==> config.mk <==
export PLATFORM = sky130hd
export DESIGN_NAME = mfb_regs
export DESIGN_NICKNAME = d
export VERILOG_FILES = /design/src/mfb_pkg.sv /design/src/mfb_therm_ctl.sv /design/src/mfb_regs.sv
export VERILOG_INCLUDE_DIRS = /design/src
export SDC_FILE = /design/constraint.sdc
export NUM_CORES = 1
export LEC_CHECK = 0
export ABC_CLOCK_PERIOD_IN_PS = 3950
export BUFFER_PORTS_ARGS = -buffer_cell sky130_fd_sc_hd__buf_2
export CAP_MARGIN = 20
export CORE_UTILIZATION = 50
export CTS_BUF_LIST = sky130_fd_sc_hd__clkbuf_4 sky130_fd_sc_hd__clkbuf_8
export CTS_CLUSTER_SIZE = 14
export DETAILED_ROUTE_END_ITERATION = 10
export PLACE_DENSITY = 0.82
export SLEW_MARGIN = 20
export SYNTH_ARGS = -nofsm -noshare
export SYNTH_HDL_FRONTEND = slang
export SYNTH_SLANG_ARGS = --single-unit
export TNS_END_PERCENT = 5
==> constraint.sdc <==
create_clock -name sys_clk -period 3.95 [get_ports sys_clk]
set_input_delay 0.5925 -clock sys_clk [delete_from_list [all_inputs] [get_ports sys_clk]]
set_output_delay 0.5925 -clock sys_clk [all_outputs]
set_load 0.005 [all_outputs]
==> src/mfb_consts.svh <==
// offsets, field positions and widths of the feature and branch index registers, and the debug control reset value
`ifndef MFB_CONSTS_SVH
`define MFB_CONSTS_SVH

`define MFB_ADDR_W          12
`define MFB_DATA_W          64
`define MFB_OFS_FEATURE     12'h1A0
`define MFB_OFS_TOP_INDEX   12'h1C9
`define MFB_OFS_DEBUG_CTL   12'h1D9
`define MFB_BIT_THERM_EN    3
`define MFB_BIT_PERF_AVAIL  7
`define MFB_BIT_FLOAT_ERROR_OUTPUT_MUX    10
`define MFB_BIT_BTS_NONE    11
`define MFB_BIT_PRECISE_EVENT_SAMPLING_NONE   12
`define MFB_BIT_DVFS_EN     16
`define MFB_BIT_PRIO_DIS    23
`define MFB_FEATURE_WMASK   64'h0000_0000_0081_0408
`define MFB_TOP_INDEX_W     4
`define MFB_DEBUG_RESET     64'h0000_0000_0000_0000

`endif

==> src/mfb_pkg.sv <==
// types shared by the feature and branch index register bank
package mfb_pkg;
    typedef enum logic [1:0] {
        MFB_SEL_NONE,
        MFB_SEL_FEATURE,
        MFB_SEL_TOP_INDEX,
        MFB_SEL_DEBUG
    } mfb_sel_t;

    typedef enum logic [1:0] {
        MFB_THERM_OFF,
        MFB_THERM_MOD,
        MFB_THERM_FREQ
    } mfb_therm_t;
endpackage

==> src/mfb_therm_ctl.sv <==
// thermal control circuit mode resolver
`timescale 1ns/100ps
`include "mfb_consts.svh"

module mfb_therm_ctl
    import mfb_pkg::*;
(
    input  wire logic       sys_clk,
    input  wire logic       resetn,
    input  wire logic       therm_enable,
    input  wire logic       thermal_mode_select,
    input  wire logic       thermal_hot,
    output mfb_therm_t      therm_mode,
    output logic            clock_modulate,
    output logic            freq_step_req
);

    typedef struct packed {
        mfb_therm_t mode;
        logic       modulate;
        logic       freq_req;
    } mfb_therm_state_t;

    mfb_therm_state_t st_ff;
    mfb_therm_state_t nxt_st;

    // ==========================================
    // mode selection
    always_comb
    begin
        nxt_st = st_ff;
        if (!therm_enable)
        begin
            nxt_st.mode = MFB_THERM_OFF;                 // [RL11]
        end
        else if (thermal_mode_select)
        begin
            nxt_st.mode = MFB_THERM_FREQ;
        end
        else
        begin
            nxt_st.mode = MFB_THERM_MOD;
        end
        nxt_st.modulate = thermal_hot && (nxt_st.mode == MFB_THERM_MOD);   // [RL1]
        nxt_st.freq_req = thermal_hot && (nxt_st.mode == MFB_THERM_FREQ);  // [RL1]
    end

    // ==========================================
    // state register
    always_ff @(posedge sys_clk)
    begin
        if (!resetn)
        begin
            st_ff <= '{mode: MFB_THERM_OFF, modulate: 1'b0, freq_req: 1'b0};
        end
        else
        begin
            st_ff <= nxt_st;
        end
    end

    assign therm_mode     = st_ff.mode;
    assign clock_modulate = st_ff.modulate;
    assign freq_step_req  = st_ff.freq_req;

endmodule

==> src/mfb_regs.sv <==
// miscellaneous feature enable, branch record index and debug control registers
`timescale 1ns/100ps
`include "mfb_consts.svh"

// What this block does
// RL1: setting feature bit 3 enables thermal control, modulating clocks or requesting a frequency step from the sensor.
// RL2: feature bit 7 is read-only, 1 when performance monitoring is enabled.
// RL3: feature bit 10 set makes float error output signal pending break events.
// RL4: software must set bit 10 before using the extended interrupt controller.
// RL5: feature bit 11 is read-only, 1 when branch trace storage is absent.
// RL6: feature bit 12 is read-only and always 1, precise sampling absent.
// RL7: feature bit 16 enables voltage-frequency scaling; may be made read-only.
// RL8: feature bit 23 set stops priority messages to the chipset.
// RL9: branch record pointer is read-only; bits 3:0 give newest branch slot.
// RL10: debug control word is fully readable and writable by software.
// RL11: with bit 3 clear, thermal mode select has no effect, monitoring off.
// RL12: reserved feature bits read zero and ignore writes.
module mfb_regs
    import mfb_pkg::*;
#(
    parameter int        TOP_INDEX_W   = `MFB_TOP_INDEX_W,
    parameter bit        PERF_MON_EN   = 1'b1,
    parameter bit        BTS_ABSENT    = 1'b0,
    parameter bit        DVFS_WRITABLE = 1'b1,
    parameter bit        DVFS_RESET    = 1'b0,
    parameter bit        PRIO_DIS_RST  = 1'b0
)
(
    input  wire logic                       sys_clk,
    input  wire logic                       resetn,
    input  wire logic [`MFB_ADDR_W-1:0]     reg_addr,
    input  wire logic [`MFB_DATA_W-1:0]     reg_wdata,
    input  wire logic                       reg_wr,
    input  wire logic                       reg_rd,
    output logic      [`MFB_DATA_W-1:0]     reg_rdata,
    input  wire logic [TOP_INDEX_W-1:0]     branch_top_slot,
    input  wire logic                       thermal_mode_select,
    input  wire logic                       thermal_hot,
    input  wire logic                       break_pending,
    input  wire logic                       legacy_float_error,
    output logic                            float_error_output,
    output logic                            thermal_control_circuit,
    output logic                            clock_modulate,
    output logic                            freq_step_req,
    output logic                            dvfs_enable,
    output logic                            priority_message_enable,
    output logic      [`MFB_DATA_W-1:0]     debug_control_word
);

    typedef struct packed {
        logic                   therm_en;
        logic                   float_error_output_mux;
        logic                   dvfs_en;
        logic                   prio_dis;
        logic                   float_error_output_out;
        logic [`MFB_DATA_W-1:0] debug_ctl;
        logic [`MFB_DATA_W-1:0] rdata;
    } mfb_state_t;

    mfb_state_t st_ff;
    mfb_state_t nxt_st;

    // ==========================================
    // address decode
    function automatic mfb_sel_t decode(input logic [`MFB_ADDR_W-1:0] addr);
        unique case (addr)
            `MFB_OFS_FEATURE:   decode = MFB_SEL_FEATURE;
            `MFB_OFS_TOP_INDEX: decode = MFB_SEL_TOP_INDEX;
            `MFB_OFS_DEBUG_CTL: decode = MFB_SEL_DEBUG;
            default:            decode = MFB_SEL_NONE;
        endcase
    endfunction

    // ==========================================
    // read image of the feature register
    function automatic logic [`MFB_DATA_W-1:0] feature_image(input mfb_state_t s);
        logic [`MFB_DATA_W-1:0] v;
        v = '0;                                          // [RL12]
        v[`MFB_BIT_THERM_EN]   = s.therm_en;
        v[`MFB_BIT_PERF_AVAIL] = PERF_MON_EN;            // [RL2]
        v[`MFB_BIT_FLOAT_ERROR_OUTPUT_MUX]   = s.float_error_output_mux;
        v[`MFB_BIT_BTS_NONE]   = BTS_ABSENT;             // [RL5]
        v[`MFB_BIT_PRECISE_EVENT_SAMPLING_NONE]  = 1'b1;                   // [RL6]
        v[`MFB_BIT_DVFS_EN]    = s.dvfs_en;
        v[`MFB_BIT_PRIO_DIS]   = s.prio_dis;
        feature_image = v;
    endfunction

    mfb_sel_t wsel;
    mfb_sel_t rsel;

    assign wsel = reg_wr ? decode(reg_addr) : MFB_SEL_NONE;
    assign rsel = reg_rd ? decode(reg_addr) : MFB_SEL_NONE;

    // ==========================================
    // next state
    always_comb
    begin
        nxt_st = st_ff;
        if (wsel == MFB_SEL_FEATURE)
        begin
            // only writable fields are taken; read-only and reserved bits ignored
            nxt_st.therm_en = reg_wdata[`MFB_BIT_THERM_EN];        // [RL1]
            nxt_st.float_error_output_mux = reg_wdata[`MFB_BIT_FLOAT_ERROR_OUTPUT_MUX];        // [RL3]
            if (DVFS_WRITABLE)
            begin
                nxt_st.dvfs_en = reg_wdata[`MFB_BIT_DVFS_EN];      // [RL7]
            end
            nxt_st.prio_dis = reg_wdata[`MFB_BIT_PRIO_DIS];        // [RL8]
        end
        if (wsel == MFB_SEL_DEBUG)
        begin
            nxt_st.debug_ctl = reg_wdata;                          // [RL10]
        end
        // float error pin: break event or legacy signalling
        nxt_st.float_error_output_out = st_ff.float_error_output_mux ? break_pending : legacy_float_error;   // [RL3]
        unique case (rsel)
            MFB_SEL_FEATURE:   nxt_st.rdata = feature_image(st_ff);
            MFB_SEL_TOP_INDEX: nxt_st.rdata = {{(`MFB_DATA_W-TOP_INDEX_W){1'b0}},
                                               branch_top_slot};  // [RL9]
            MFB_SEL_DEBUG:     nxt_st.rdata = st_ff.debug_ctl;     // [RL10]
            MFB_SEL_NONE:      nxt_st.rdata = '0;
        endcase
    end

    // ==========================================
    // state register
    always_ff @(posedge sys_clk)
    begin
        if (!resetn)
        begin
            st_ff <= '{therm_en:  1'b0,
                       float_error_output_mux:  1'b0,
                       dvfs_en:   DVFS_RESET,
                       prio_dis:  PRIO_DIS_RST,
                       float_error_output_out:  1'b0,
                       debug_ctl: `MFB_DEBUG_RESET,
                       rdata:     '0};
        end
        else
        begin
            st_ff <= nxt_st;
        end
    end

    // ==========================================
    // thermal control
    mfb_therm_ctl u_therm
    (
        .sys_clk             (sys_clk),
        .resetn              (resetn),
        .therm_enable        (st_ff.therm_en),             // [RL11]
        .thermal_mode_select (thermal_mode_select),
        .thermal_hot         (thermal_hot),
        .therm_mode          (),
        .clock_modulate      (clock_modulate),
        .freq_step_req       (freq_step_req)
    );

    assign reg_rdata               = st_ff.rdata;
    assign float_error_output      = st_ff.float_error_output_out;
    assign thermal_control_circuit = st_ff.therm_en;       // [RL1]
    assign dvfs_enable             = st_ff.dvfs_en;        // [RL7]
    assign priority_message_enable = ~st_ff.prio_dis;      // [RL8]
    assign debug_control_word      = st_ff.debug_ctl;

endmodule

==> flow_summary.yaml <==
global_routing:
  grt_max_degree: 89
  overflow: 0
  grt_antenna_before_repair: 0
  grt_pass1_vias: 3734
  grt_first_pass_wirelength_um: 16900
  track_usage_pct: 18.84
sta:
  hold_viol: 0
  fin_tns_setup_ps: 0
  max_freq_ghz: 0.4445
  clock-skew-final_ps: 6.231
  period_needed_ps: 2250
  setup_violations: 0
  rsz0062_at_grt: "false"
  drv_slew: 0
  slew_headroom_pct: 34.48
  worstMarginPinSlew_ps: 980.5
  holdWs_ps: 335.1
  finalCritPeriodShare_pct: 56.96
clock_network:
  clk_pin_slew_ps: 70
  max-clock-path-buffers: 2
  cts_root_buffer: "clkbuf_8"
  htree_levels: 4
  hold_buffers: 0
  tritoncts: "yes"
  postCtsSetupBuffers: 0
  insertion_delay_ps: 430
  cts_made_buffers: 17
  cts_sinks: 135
  cts_resized: 0
final_layout:
  drive_gt1_share_pct: 38.54
  final_cells: 826
  area_growth_pct: 9.550
  final_cell_mix: "buf_2, dfxtp_1, nand2_1"
  nets: 761
  stdcell_area_sq_mm: 0.006272
  final_common_cell: "buf_2"
floorplanning:
  io_pins: 222
  die-height_um: 109.0
  core-area_sq_mm: 0.01098
  start_util_pct: 52.13
  fp.dieArea_sq_mm: 0.01188
  die-width_um: 109.0
  placementRows: 38
drt:
  routed_wl_um: 11320
  dr.pass1.iters: 4
  dr.first_iter.drc_count: 153
  antenna_left: 0
  drt-wirelength-per-cell_um: 13.70
  drc_errors: 0
  vias: 3801
  via_per_inst: 4.602
synthesis:
  synth_ff_type: "dfxtp_1"
  netlist-cell-type-count: 26
  synth_largest_area_cell: "dfxtp_1"
  synthArstFlopShare_pct: 0
  synth_top_area_share_pct: 47.20
  synthCells: 585
  synth.avg_cell_area_sq_um: 9.787
  yosys_register_bits: 135
  synth_nets: 673
  synth.area.top_cells: "dfxtp_1, buf_4, mux2i_1"
  synth_edf_count: 0
  yosys_warnings: 0
  syn_area_sq_mm: 0.005725
  synth-seq-area-share_pct: 47.20
placement:
  placed_area_sq_mm: 0.005874
  place_hpwl_um: 8190
  place_congestion: 0.7812
  portBuffers: 221
  placedCellCount: 794
setup_path:
  reg2reg_depth: 2
  crit_arrival_ps: 2600
  cp_max_fo: 36
  critPathCaptureType: "flop"
  start_kind: "primary input"
  r2r_start: "st_ff[131]$_SDFFE_PN0N_"
  critical_path_required_ps: 4300
  critPathKind: "in -> reg"
  cp-startpoint: "reg_addr[2]"
power:
  fin_total_pwr_w: 0.002582
  peakVddDrop_mv: 0.2456
  p_leak_nw: 3.044
  powerDensity_mw_per_mm2: 411.6
flow_run:
  maxCapViolCount: 0
run_status:
  outcome: "completed"
worst_hold_path:
  hold_class: "in -> reg"
  holdPathStages: 2
  worstHoldStart: "thermal_mode_select"
==> worst max-delay path, cell delays in order <==
cell     delay (ps)
buf_2           110
nor4b_4         430
nand3_4         240
nor2_8          610
buf_12          330
mux2i_1         230
==> flip-flops by register name, indices dropped and copies added, names as in the netlist <==
signal,cells
float_error_output,1
u_therm.clock_modulate,1
thermal_control_circuit,1
dvfs_enable,1
debug_control_word,64
u_therm.freq_step_req,1
st_ff,2
reg_rdata,64
==> per-layer routing <==
layer | global-route usage (%) | wire, um | vias to the layer above
met3 | 5.021 | 662 | 26
met4 | 10.91 | 332 | 0
met5 | 0 | 0 | -
met2 | 33.51 | 5724 | 138
li1 | - | - | 1891
met1 | 19.93 | 4598 | 1746
==> power breakdown <==
part           total (W)  internal, W  switching (W)
clock network    0.00112     0.000626       0.000497
registers        0.00136      0.00136    0.000000156
logic          0.0000977    0.0000460      0.0000518
==> stage by stage <==
| stage | worst slack, ps | utilization [%] |
|---|---|---|
| floorplan | 2060 | - |
| global placement | 1404 | 53.49 |
| detailed placement | 1249 | 53.49 |
| CTS | 1730 | 57.09 |
| global route | 1589 | 57.09 |
| finish | 1700 | 57.11 |
==> final timing paths <==
| kind | endpoint | slack (ps) |
|---|---|---|
| max | debug_control_word[50]$_SDFFE_PN0N_ | 1700 |
| min | u_therm.clock_modulate$_SDFF_PN0_ | 340 |
| max reg2reg | float_error_output$_SDFF_PN0_ | 3150 |
| min reg2reg | debug_control_word[9]$_SDFFE_PN0N_ | 470 |
==> cells by family after synthesis <==
group	after synthesis	share of synthesized area [%]
AOI/OAI and AO/OA	3	0.4153
and+or+nand+nor	214	18.47
buffers and inverters	156	20.43
muxes	77	13.48
DFF	135	47.20
==> cell usage after synthesis (2+ instances only) <==
cell	count
and2_1	56
buf_12	6
buf_4	128
clkbuf_1	14
clkbuf_2	5
dfxtp_1	135
inv_1	2
mux2i_1	76
nand2_1	129
nand4_1	2
nor2_1	12
nor2b_1	6
==> final cells by class <==
class,instances,area (sq um)
flip-flops and latches,135,2703
clock buffers,23,297.8
fillers,967,4711
diodes,1,2.502
inverters,2,7.507
clock inverters,8,97.59
repair buffers,223,1136
multi-input cells,294,1853
well taps,140,175.2
Power figures use the tool's default switching activity.
